**config.mk**
```make
export PLATFORM = sky130hd
export DESIGN_NAME = mux_bus_and_io_ports
export DESIGN_NICKNAME = d
export VERILOG_FILES = /design/src/mux_bus_pkg.sv /design/src/mux_bus_and_io_ports.sv
export SDC_FILE = /design/constraint.sdc
export NUM_CORES = 1
export LEC_CHECK = 0
export BUFFER_PORTS_ARGS = -buffer_cell sky130_fd_sc_hd__buf_2
export CAP_MARGIN = 20
export CORE_MARGIN = 8
export CORE_UTILIZATION = 31
export DETAILED_ROUTE_END_ITERATION = 8
export GPL_TIMING_DRIVEN = 1
export SYNTH_ARGS = -nofsm -noshare
export SYNTH_HDL_FRONTEND = slang
export SYNTH_SLANG_ARGS = --single-unit
```
**constraint.sdc**
```tcl
create_clock -name clk_sys -period 4.1 [get_ports clk_sys]
set_clock_uncertainty 0.15 [all_clocks]
set_input_delay 0.41 -clock clk_sys [delete_from_list [all_inputs] [get_ports clk_sys]]
set_output_delay 0.41 -clock clk_sys [all_outputs]
set_load 0.05 [all_outputs]
```
**src/mux_bus_pkg.sv**
```systemverilog
// constants for the multiplexed bus and port block
package mux_bus_pkg;

  // address width: 16 for the wide variant, 13 for the narrow one
  localparam int          ADDR_W      = 16;
  localparam int          UPPER_W     = ADDR_W - 8;
  localparam int          SPACE_BYTES = 1 << ADDR_W;

  // bus cycle is the oscillator divided by five
  localparam int          BUS_DIV     = 5;
  localparam int          CLK_NS      = 25;
  localparam int          BUS_CYC_NS  = BUS_DIV * CLK_NS;

  // internal space is the low 128 addresses
  localparam logic [15:0] INT_LIMIT   = 16'h0080;
  localparam logic [6:0]  PA_DATA_OFS = 7'h00;
  localparam logic [6:0]  PB_DATA_OFS = 7'h01;
  localparam logic [6:0]  PA_DIR_OFS  = 7'h04;
  localparam logic [6:0]  PB_DIR_OFS  = 7'h05;
  localparam logic [6:0]  TMR_DATA_OFS = 7'h08;
  localparam logic [6:0]  TMR_CTRL_OFS = 7'h09;
  localparam logic [6:0]  RAM_BASE    = 7'h10;
  localparam int          RAM_BYTES   = 112;

  // values after reset
  localparam logic [7:0]  DIR_RESET   = 8'h00;
  localparam logic [15:0] ADDR_RESET  = 16'h0000;
  localparam logic [7:0]  BYTE_ZERO   = 8'h00;

  typedef enum logic [2:0] {
    PH_AS,
    PH_ADDR,
    PH_DS1,
    PH_DS2,
    PH_END,
    PH_PARK
  } phase_t;

endpackage : mux_bus_pkg

```
**src/mux_bus_and_io_ports.sv**
```systemverilog
// multiplexed address/data bus engine with on-chip ports, timer bytes and ram
//
// Contract
// - address strobe marks low address; latch on fall
// - address strobe every fifth clock, stops in standby
// - data strobe on every transfer, internal included
// - data strobe continuous outside standby; idle cycles are dummy reads
// - direction set before data strobe; low writes
// - direction rests high when not writing
// - upper address held on dedicated lines
// - address space follows the address width
// - muxed lines: address, then data per direction
// - bus cycle is clock divided by five
// - interrupt input takes low level and pulses
// - fetch flag high during opcode fetch strobe
// - fetch flag low while servicing interrupts
// - direction bit one outputs, zero inputs
// - output bits read back their latch
// - input bits read live pin state
// - reset clears directions, keeps data latches
// - port write always loads latch
// - direction registers readable and writable
// - low 128 addresses decode as internal, except unused offsets 02-03, 06-07 and 0a-0f
// - internal writes also run on the bus
// - internal reads ignore external bus data
// - masked interrupt request stays latched
`timescale 1ns/10ps
module mux_bus_and_io_ports
  import mux_bus_pkg::*;
(
  input  wire logic                           clk_sys,
  input  wire logic                           rst_n,
  // processor side, classic wishbone, 8-bit data
  input  wire logic                           wb_cyc,
  input  wire logic                           wb_stb,
  input  wire logic                           wb_we,
  input  wire logic                           wb_sel,
  input  wire logic [mux_bus_pkg::ADDR_W-1:0] wb_adr,
  input  wire logic [7:0]                     wb_dat_i,
  output logic      [7:0]                     wb_dat_o,
  output logic                                wb_ack,
  // core status, same clock
  input  wire logic                           fetch_req,
  input  wire logic                           irq_service,
  input  wire logic                           irq_mask,
  input  wire logic                           irq_taken,
  input  wire logic                           standby,
  output logic                                irq_request,
  // external bus
  output logic                                addr_latch_strobe,
  output logic                                transfer_strobe,
  output logic                                read_not_write,
  output logic                                opcode_fetch_flag,
  output logic [mux_bus_pkg::UPPER_W-1:0]     upper_addr_lines,
  input  wire logic [7:0]                     muxed_addr_data_lines_in,
  output logic [7:0]                          muxed_addr_data_lines_out,
  output logic [7:0]                          muxed_addr_data_lines_oe,
  input  wire logic                           irq_n,
  // ports
  input  wire logic [7:0]                     first_port_pins_in,
  output logic [7:0]                          first_port_pins_out,
  output logic [7:0]                          first_port_pins_oe,
  input  wire logic [7:0]                     second_port_pins_in,
  output logic [7:0]                          second_port_pins_out,
  output logic [7:0]                          second_port_pins_oe
);
  import mux_bus_pkg::*;

  phase_t             phase;
  phase_t             next_phase;
  logic [ADDR_W-1:0]  cur_addr;
  logic [7:0]         cur_wdata;
  logic               cur_write;
  logic               cur_owned;
  logic               cur_fetch;
  logic [7:0]         dir_a;
  logic [7:0]         dir_b;
  logic [7:0]         latch_a;
  logic [7:0]         latch_b;
  logic [7:0]         tmr_data;
  logic [7:0]         tmr_ctrl;
  logic [7:0]         ram [0:RAM_BYTES-1];
  logic [7:0]         bus_s1;
  logic [7:0]         bus_s2;
  logic [7:0]         pa_s1;
  logic [7:0]         pa_s2;
  logic [7:0]         pb_s1;
  logic [7:0]         pb_s2;
  logic               irq_s1;
  logic               irq_s2;
  logic               irq_prev;
  logic               irq_latch;

  // cycle sequencing
  wire cycle_end  = (phase == PH_END) || (phase == PH_PARK);
  wire take_req   = cycle_end && !standby && !cur_owned && wb_cyc && wb_stb && !wb_ack;
  wire finish_own = (phase == PH_END) && cur_owned;

  always_comb begin
    case (phase)
      PH_AS:   next_phase = PH_ADDR;
      PH_ADDR: next_phase = PH_DS1;
      PH_DS1:  next_phase = PH_DS2;
      PH_DS2:  next_phase = PH_END;
      PH_END:  next_phase = standby ? PH_PARK : PH_AS;
      PH_PARK: next_phase = standby ? PH_PARK : PH_AS;
      default: next_phase = PH_AS;
    endcase
  end

  // next cycle's request: owned transfer or redundant read of last address
  wire [ADDR_W-1:0] next_addr  = take_req ? wb_adr : cur_addr;
  wire              next_write = take_req && wb_we && wb_sel;
  wire [7:0]        next_wdata = take_req ? wb_dat_i : cur_wdata;
  wire              next_fetch = take_req && fetch_req && !wb_we;

  // internal decode of the current address
  wire       is_low   = cur_addr < ADDR_W'(INT_LIMIT);
  wire [6:0] low_ofs  = cur_addr[6:0];
  wire       hit_pa   = is_low && (low_ofs == PA_DATA_OFS);
  wire       hit_pb   = is_low && (low_ofs == PB_DATA_OFS);
  wire       hit_da   = is_low && (low_ofs == PA_DIR_OFS);
  wire       hit_db   = is_low && (low_ofs == PB_DIR_OFS);
  wire       hit_td   = is_low && (low_ofs == TMR_DATA_OFS);
  wire       hit_tc   = is_low && (low_ofs == TMR_CTRL_OFS);
  wire       hit_ram  = is_low && (low_ofs >= RAM_BASE);
  wire       internal = hit_pa | hit_pb | hit_da | hit_db | hit_td | hit_tc | hit_ram;
  wire [6:0] ram_idx  = 7'(low_ofs - RAM_BASE);

  // port read: output bits from latch, input bits live
  wire [7:0] port_a_rd = (latch_a & dir_a) | (pa_s2 & ~dir_a);
  wire [7:0] port_b_rd = (latch_b & dir_b) | (pb_s2 & ~dir_b);

  logic [7:0] int_rdata;
  always_comb begin
    int_rdata = BYTE_ZERO;
    if (hit_pa)       int_rdata = port_a_rd;
    else if (hit_pb)  int_rdata = port_b_rd;
    else if (hit_da)  int_rdata = dir_a;
    else if (hit_db)  int_rdata = dir_b;
    else if (hit_td)  int_rdata = tmr_data;
    else if (hit_tc)  int_rdata = tmr_ctrl;
    else if (hit_ram) int_rdata = ram[ram_idx];
  end

  wire [7:0] rd_result  = internal ? int_rdata : bus_s2;
  wire       int_wr     = finish_own && cur_write && internal;

  // pin view of the next phase
  wire       next_as    = (next_phase == PH_AS);
  wire       next_ds    = (next_phase == PH_DS1) || (next_phase == PH_DS2);
  wire       next_live  = (next_phase != PH_PARK);
  wire       next_addrp = (next_phase == PH_AS) || (next_phase == PH_ADDR);
  wire       load_cycle = cycle_end && (next_phase == PH_AS);
  wire       wr_eff     = load_cycle ? next_write : cur_write;
  wire       fetch_eff  = load_cycle ? next_fetch : cur_fetch;
  wire [ADDR_W-1:0] addr_eff  = load_cycle ? next_addr : cur_addr;
  wire [7:0]        wdata_eff = load_cycle ? next_wdata : cur_wdata;
  wire       rw_next    = !(wr_eff && next_live);
  wire [7:0] mux_next   = next_addrp ? addr_eff[7:0] : wdata_eff;
  wire       mux_drive  = next_live && (next_addrp || wr_eff);
  wire       flag_next  = next_ds && fetch_eff && !irq_service;

  // interrupt capture
  wire irq_fall   = irq_prev && !irq_s2;
  wire next_latch = irq_fall || (irq_latch && !irq_taken);

  // synchronisers for pins
  always_ff @(posedge clk_sys or negedge rst_n) begin
    if (!rst_n) begin
      bus_s1 <= BYTE_ZERO;
      bus_s2 <= BYTE_ZERO;
      pa_s1  <= BYTE_ZERO;
      pa_s2  <= BYTE_ZERO;
      pb_s1  <= BYTE_ZERO;
      pb_s2  <= BYTE_ZERO;
      irq_s1 <= 1'b1;
      irq_s2 <= 1'b1;
    end else begin
      bus_s1 <= muxed_addr_data_lines_in;
      bus_s2 <= bus_s1;
      pa_s1  <= first_port_pins_in;
      pa_s2  <= pa_s1;
      pb_s1  <= second_port_pins_in;
      pb_s2  <= pb_s1;
      irq_s1 <= irq_n;
      irq_s2 <= irq_s1;
    end
  end

  // cycle state
  always_ff @(posedge clk_sys or negedge rst_n) begin
    if (!rst_n) begin
      phase     <= PH_END;
      cur_addr  <= ADDR_RESET;
      cur_wdata <= BYTE_ZERO;
      cur_write <= 1'b0;
      cur_owned <= 1'b0;
      cur_fetch <= 1'b0;
    end else begin
      phase <= next_phase;
      if (load_cycle) begin
        cur_addr  <= next_addr;
        cur_wdata <= next_wdata;
        cur_write <= next_write;
        cur_owned <= take_req;
        cur_fetch <= next_fetch;
      end else if (finish_own) begin
        cur_owned <= 1'b0;
        cur_write <= 1'b0;
        cur_fetch <= 1'b0;
      end
    end
  end

  // registered bus pins
  always_ff @(posedge clk_sys or negedge rst_n) begin
    if (!rst_n) begin
      addr_latch_strobe         <= 1'b0;
      transfer_strobe           <= 1'b0;
      read_not_write            <= 1'b1;
      opcode_fetch_flag         <= 1'b0;
      upper_addr_lines          <= UPPER_W'(0);
      muxed_addr_data_lines_out <= BYTE_ZERO;
      muxed_addr_data_lines_oe  <= BYTE_ZERO;
    end else begin
      addr_latch_strobe         <= next_as;
      transfer_strobe           <= next_ds;
      read_not_write            <= rw_next;
      opcode_fetch_flag         <= flag_next;
      upper_addr_lines          <= addr_eff[ADDR_W-1:8];
      muxed_addr_data_lines_out <= mux_next;
      muxed_addr_data_lines_oe  <= {8{mux_drive}};
    end
  end

  // wishbone answer at the end of an owned cycle
  always_ff @(posedge clk_sys or negedge rst_n) begin
    if (!rst_n) begin
      wb_ack   <= 1'b0;
      wb_dat_o <= BYTE_ZERO;
    end else begin
      wb_ack <= finish_own;
      if (finish_own && !cur_write) wb_dat_o <= rd_result;
    end
  end

  // direction registers and interrupt latch, cleared by reset
  always_ff @(posedge clk_sys or negedge rst_n) begin
    if (!rst_n) begin
      dir_a       <= DIR_RESET;
      dir_b       <= DIR_RESET;
      irq_prev    <= 1'b1;
      irq_latch   <= 1'b0;
      irq_request <= 1'b0;
    end else begin
      if (int_wr && hit_da) dir_a <= cur_wdata;
      if (int_wr && hit_db) dir_b <= cur_wdata;
      irq_prev    <= irq_s2;
      irq_latch   <= next_latch;
      irq_request <= (next_latch || !irq_s2) && !irq_mask;
    end
  end

  // data latches and memory keep contents across reset
  always_ff @(posedge clk_sys) begin
    if (int_wr && hit_pa) latch_a <= cur_wdata;
    if (int_wr && hit_pb) latch_b <= cur_wdata;
    if (int_wr && hit_td) tmr_data <= cur_wdata;
    if (int_wr && hit_tc) tmr_ctrl <= cur_wdata;
    if (int_wr && hit_ram) ram[ram_idx] <= cur_wdata;
  end

  // port pin drive per bit
  genvar gi;
  generate
    for (gi = 0; gi < 8; gi++) begin : g_port
      always_ff @(posedge clk_sys or negedge rst_n) begin
        if (!rst_n) begin
          first_port_pins_oe[gi]  <= 1'b0;
          second_port_pins_oe[gi] <= 1'b0;
        end else begin
          first_port_pins_oe[gi]  <= dir_a[gi];
          second_port_pins_oe[gi] <= dir_b[gi];
        end
      end
      always_ff @(posedge clk_sys) begin
        first_port_pins_out[gi]  <= latch_a[gi];
        second_port_pins_out[gi] <= latch_b[gi];
      end
    end
  endgenerate

endmodule : mux_bus_and_io_ports

```
# Yosys cells after proc, flatten, opt, wreduce, memory -nomap -nowiden
# Memory sizes are Yosys's and may differ from the RTL's.
# Cells that the tools add are included.
classes:
  add_sub_neg: 1
  n_lt_le_gt_ge: 2
  eq_ne: 14
  mux: 23
  bitwise_logic: 14
  n_reduce_logical: 56
ops:
  columns: ["op", "n"]
  rows:
  - ["$mux W8", 11]
  - ["$logic_and A1 B1 Y1", 35]
  - ["$and A8 B8 Y8", 4]
  - ["$mux W16", 2]
  - ["$lt A16 B8 Y1 const B", 1]
  - ["$not A8 Y8", 2]
  - ["$or A8 B8 Y8", 2]
  - ["$pmux W3 S5", 1]
  - ["$eq A7 B3 Y1 const B", 2]
  - ["$eq A7 B4 Y1 const B", 2]
  - ["$eq A3 B2 Y1 const B", 4]
  - ["$logic_not A1 Y1", 10]
  - ["$mux W1", 8]
  - ["$eq A7 B1 Y1 const B", 1]
  - ["$ge A7 B5 Y1 const B", 1]
  - ["$logic_not A7 Y1", 1]
  - ["$sub A7 B5 Y7 const B", 1]
  - ["$eq A3 B1 Y1 const B", 2]
  - ["$eq A3 B3 Y1 const B", 2]
  - ["$logic_not A3 Y1", 2]
  - ["$logic_or A1 B1 Y1", 6]
  - ["$or A1 B1 Y1", 6]
  - ["$mux W3", 1]
  - ["$ne A3 B3 Y1 const B", 1]
  - ["2 further kinds", 2]
word_totals:
  reg_bits: 193
  ramBits: 896
  n_memories: 1
mem_list:
  columns: ["name", "depth", "word_bits", "rd", "rd_clocked_by_memory_dff", "wr", "line", "rtl"]
  rows:
  - ["ram", 112, 8, 1, 0, 1, "mux_bus_and_io_ports.sv:82", "logic [7:0] ram [0:RAM_BYTES-1];"]

# Depth between registers and ports, before layout
depth:
  ltp_word: 12
  depth_mapped: 13
  depth_no_buf: 9

# Least setup slack after synthesis
# Ideal clock, no wire load.
synth_path:
  path_type: "register to register"
  start: "register cur_addr[4]"
  end: "register wb_dat_o[2]"
  setup_ps: 120
  arrival_time_ps: 3053
  t_required_ps: 3830
  slack_ps: 777
  stages_incl_launch_ff: 12
  path_buffers: 3
  path_cell_list: "dfrtp_1 -> clkbuf_1 -> clkinv_1 -> clkbuf_1 -> ha_1 -> or4b_2 -> nor4_1 -> and2_1 -> clkbuf_1 -> a2111oi_0 -> o2bb2ai_1 -> a41o_1"
synth_between:
  elab_chain_cells: 10
  word_cells_on_any_way: 31
  classes_between: "add/sub: 1; order compare: 2; eq/ne: 5; mux: 8; bitwise: 6; reduce/logical: 8; memory: 1"
synth_rtl:
  columns: ["item", "line", "rtl"]
  rows:
  - ["start, declared", "mux_bus_and_io_ports.sv:71", "logic [ADDR_W-1:0] cur_addr;"]
  - ["start signal, assigned", "mux_bus_and_io_ports.sv:203", "cur_addr <= next_addr;"]
  - ["$sub A7 B5 Y7 (tied with other cells)", "mux_bus_and_io_ports.sv:128", "wire [6:0] ram_idx = 7'(low_ofs - RAM_BASE);"]
  - ["$mem_v2 Z112 W8 / $logic_and A1 B1 Y1 (equally long branches)", null, null]
  - ["$mux W8", "mux_bus_and_io_ports.sv:143", "else if (hit_ram) int_rdata = ram[ram_idx];"]
  - ["$mux W8", "mux_bus_and_io_ports.sv:142", "else if (hit_tc) int_rdata = tmr_ctrl;"]
  - ["$mux W8", "mux_bus_and_io_ports.sv:141", "else if (hit_td) int_rdata = tmr_data;"]
  - ["$mux W8", "mux_bus_and_io_ports.sv:140", "else if (hit_db) int_rdata = dir_b;"]
  - ["$mux W8", "mux_bus_and_io_ports.sv:139", "else if (hit_da) int_rdata = dir_a;"]
  - ["$mux W8", "mux_bus_and_io_ports.sv:138", "else if (hit_pb) int_rdata = port_b_rd;"]
  - ["$mux W8", "mux_bus_and_io_ports.sv:137", "if (hit_pa) int_rdata = port_a_rd;"]
  - ["$mux W8 (*)", "mux_bus_and_io_ports.sv:146", "wire [7:0] rd_result = internal ? int_rdata : bus_s2;"]
  - ["end signal, assigned", "mux_bus_and_io_ports.sv:244", "if (finish_own && !cur_write) wb_dat_o <= rd_result;"]
  - ["end, declared", "mux_bus_and_io_ports.sv:40", "output logic [7:0] wb_dat_o,"]
# Mark *: on every way between the ends. The rest lies on a longest branch, timed or not.
# A chain may end at the register's enable or synchronous reset.

# Worst setup path after layout
layout_path:
  start: "register cur_addr[2]"
  end: "register wb_dat_o[7]"
# The elaborated chain is that of the path after synthesis.

==> qor.csv <==
metric,value,unit
outcome,"complete, no violations",
synth_area,41400,sq um
endpoint_kind,flip-flop,
cts_made_buffers,108,
io_buffers,129,
wl_per_cell,24.4,um
worst-path-buf-inv,2,
grt_usage,14.0,%
path_clk_slew,60,ps
ys.flop_type,edfxtp_1,
cts.path.max_buffers,3,
drv_cap,0,
setup_viol,0,
clock_sinks,1081,
finalPower,34.7,mW
coreArea,133000,sq um
path_cells,or3b_2 -> o221ai_1 -> o31ai_1 -> nor4_1 -> buf_4 -> nor4_1 -> buf_4 -> or4_1 -> o211ai_1,
top_regs,"ram x896, cur_addr x9",
top_register,ram,
grt_pass1_wl,155000,um
placementRows,134,
grt_overflow,0,
ys_top_cells_by_count,"edfxtp_1, mux4_2, nor2_1, dfrtp_1, mux2i_1",
required,4550,ps
yosysWarningCount,0,
synth_edf_count,928,
slew_viol_final,0,
seq_area_frac_synth,76.4,%
die_x,381,um
async_flop_share,12.7,%
rsz0062_at_grt,no,
synthDistinctLibCells,70,
dieArea,146000,sq um
max_freq,269,MHz
synthAdderAreaFrac,0.0907,%
insertion_delay,690,ps
cp_slowest_cell,or3b_2,
power_density,701,nW/um^2
maxSlewHeadroom,23.3,%
yosys-top-cells-area,"edfxtp_1, mux4_2, dfrtp_1",
critPathMaxFanout,20,
ant_nets,0,
syn_inst,2099,
synth_top_cell_by_area,edfxtp_1,
root_buffer,clkbuf_16,
worst_slew_pin_slew,1150,ps
drt-total-wl,106000,um
syn_nets,2162,
startpoint_type,flip-flop,
synth_compound_area_share,3.99,%
synthXorXnorAreaFrac,0.0635,%
synth_top_family_by_area,multiplexers,
antenna_found_initial,4,
largest_reg_flops,896,
leakagePower,16.6,nW
synth_top_area_share,67.3,%
hold_path.class,input pin to flip-flop,
viasPerCell,5.06,
first_iter_violations,2270,
path_class,flip-flop to flip-flop,
synth-simple-area-share,3.65,%
setup_tns,0,ps
synth_seq_cells,1081,
grt_pass1_vias,22600,
yosysMostFrequentCell,edfxtp_1,
cts_setup_buffers,0,
path_delay_family,simple AND/OR/NAND/NOR gates,
period_minus_slack,3720,ps
slowest_delay,820,ps
die_h,381,um
fin_nets,2541,
grt_max_degree,96,
ctsHoldBuffers,59,
drive_gt1_share,30.1,%
cts_tree,yes,
syn_avg_cell_area,19.7,sq um
h-tree-depth,3,
synthMuxAreaShare,14.1,%
hpwl,67500,um
gp_congestion,0.837,
cts_resized,0,
ioPinCount,130,
initial_core_util,31.1,%
drc,0,
syn_to_final_growth,19.5,%
ir_worst_vdd,0.484,mV
crit_arrival,4170,ps
post-route-period-util,90.8,%
hold_viol,0,
dr.pass1.iters,7,
vias,21900,
cell usage in the layout (no fill, tap or decap), types with 11 or more instances in the layout:
master and n:
o22ai_1 11, dfxtp_1 16, a22oi_1 36, o21ai_0 18
clkbuf_1 29, nor3_1 17, buf_2 128, nor2_1 151
clkinv_1 22, a211oi_1 17, a21oi_1 37, nand2_1 53
mux2_2 61, edfxtp_1 928, o221ai_1 33, dfrtp_1 120
mux2i_1 98, a22o_1 13, dlygate4sd3_1 59, mux4_2 186
nor4_1 11, clkinv_2 17, buf_4 196, clkbuf_16 109
area by class of cell:
class | count | area, sq um
clock inverters | 55 | 544
well taps | 1768 | 2210
flip-flops and latches | 1081 | 31700
fillers | 12000 | 83500
multi-input cells | 885 | 9110
clock buffers | 148 | 2970
diodes | 2 | 5.00
inverters | 7 | 26.3
repair buffers | 395 | 2950
per-stage QoR:
stage / hold WS (ps) / setup WS (ps) / util (%) / std cells / area (sq um)
floorplan: -35.6 / 777 / - / 2099 / 41400
global placement: 186 / 412 / 34.1 / 4075 / 45300
detailed placement: 186 / 403 / 34.1 / 4075 / 45300
CTS: 172 / 388 / 37.2 / 4337 / 49400
global route: 174 / 307 / 37.2 / 4341 / 49500
finish: 164 / 377 / 37.2 / 4341 / 49500
routing by layer:
| metal | vias up | share of wire, % | GRT usage (%) |
|---|---|---|---|
| met5 | - | 0 | 0 |
| met4 | 0 | 3.4 | 4.41 |
| met3 | 218 | 7.9 | 3.46 |
| met2 | 958 | 49 | 22.9 |
| met1 | 11500 | 40 | 18.3 |
| li1 | 9312 | - | - |
path summary, 6_finish.rpt:
path	from	endpoint	slack (ps)	depth (start not counted)
min in group asynchronous	rst_n	bus_s2[1]$_DFF_PN0_	220	2
setup reg to reg	cur_addr[2]$_DFF_PN0_	wb_dat_o[7]$_DFFE_PN0P_	380	9
hold reg to reg	pb_s1[7]$_DFF_PN0_	pb_s2[7]$_DFF_PN0_	200	0
setup / recovery	cur_addr[2]$_DFF_PN0_	wb_dat_o[7]$_DFFE_PN0P_	380	9
hold / removal	wb_stb	cur_owned$_DFFE_PN0P_	160	4
max in group asynchronous	rst_n	pb_s1[4]$_DFF_PN0_	2690	3
power by group:
part	internal [mW]	switching, mW
Sequential	13.6	1.27
Clock	5.54	4.14
Combinational	3.71	6.39
worst reg2reg max path, stage by stage (launching register included):
cell      delay, ps
dfrtp_2         600
or3b_2          840
o221ai_1        380
o31ai_1         140
nor4_1          520
buf_4           210
nor4_1           60
buf_4           170
or4_1           470
o211ai_1        100
logic make-up (layout without fill, tap and decap cells):
group / count (synthesis) / count (layout)
multiplexers: 345 / 345
AND/OR/NAND/NOR: 311 / 311
adder cells (fa/ha/maj): 3 / 3
flip-flops: 1081 / 1081
XOR/XNOR: 3 / 3
buffers and inverters: 133 / 605
other: 0 / 2
AO/OA/AOI/OAI: 223 / 223
Note: power is estimated with default switching activity, not from simulation.
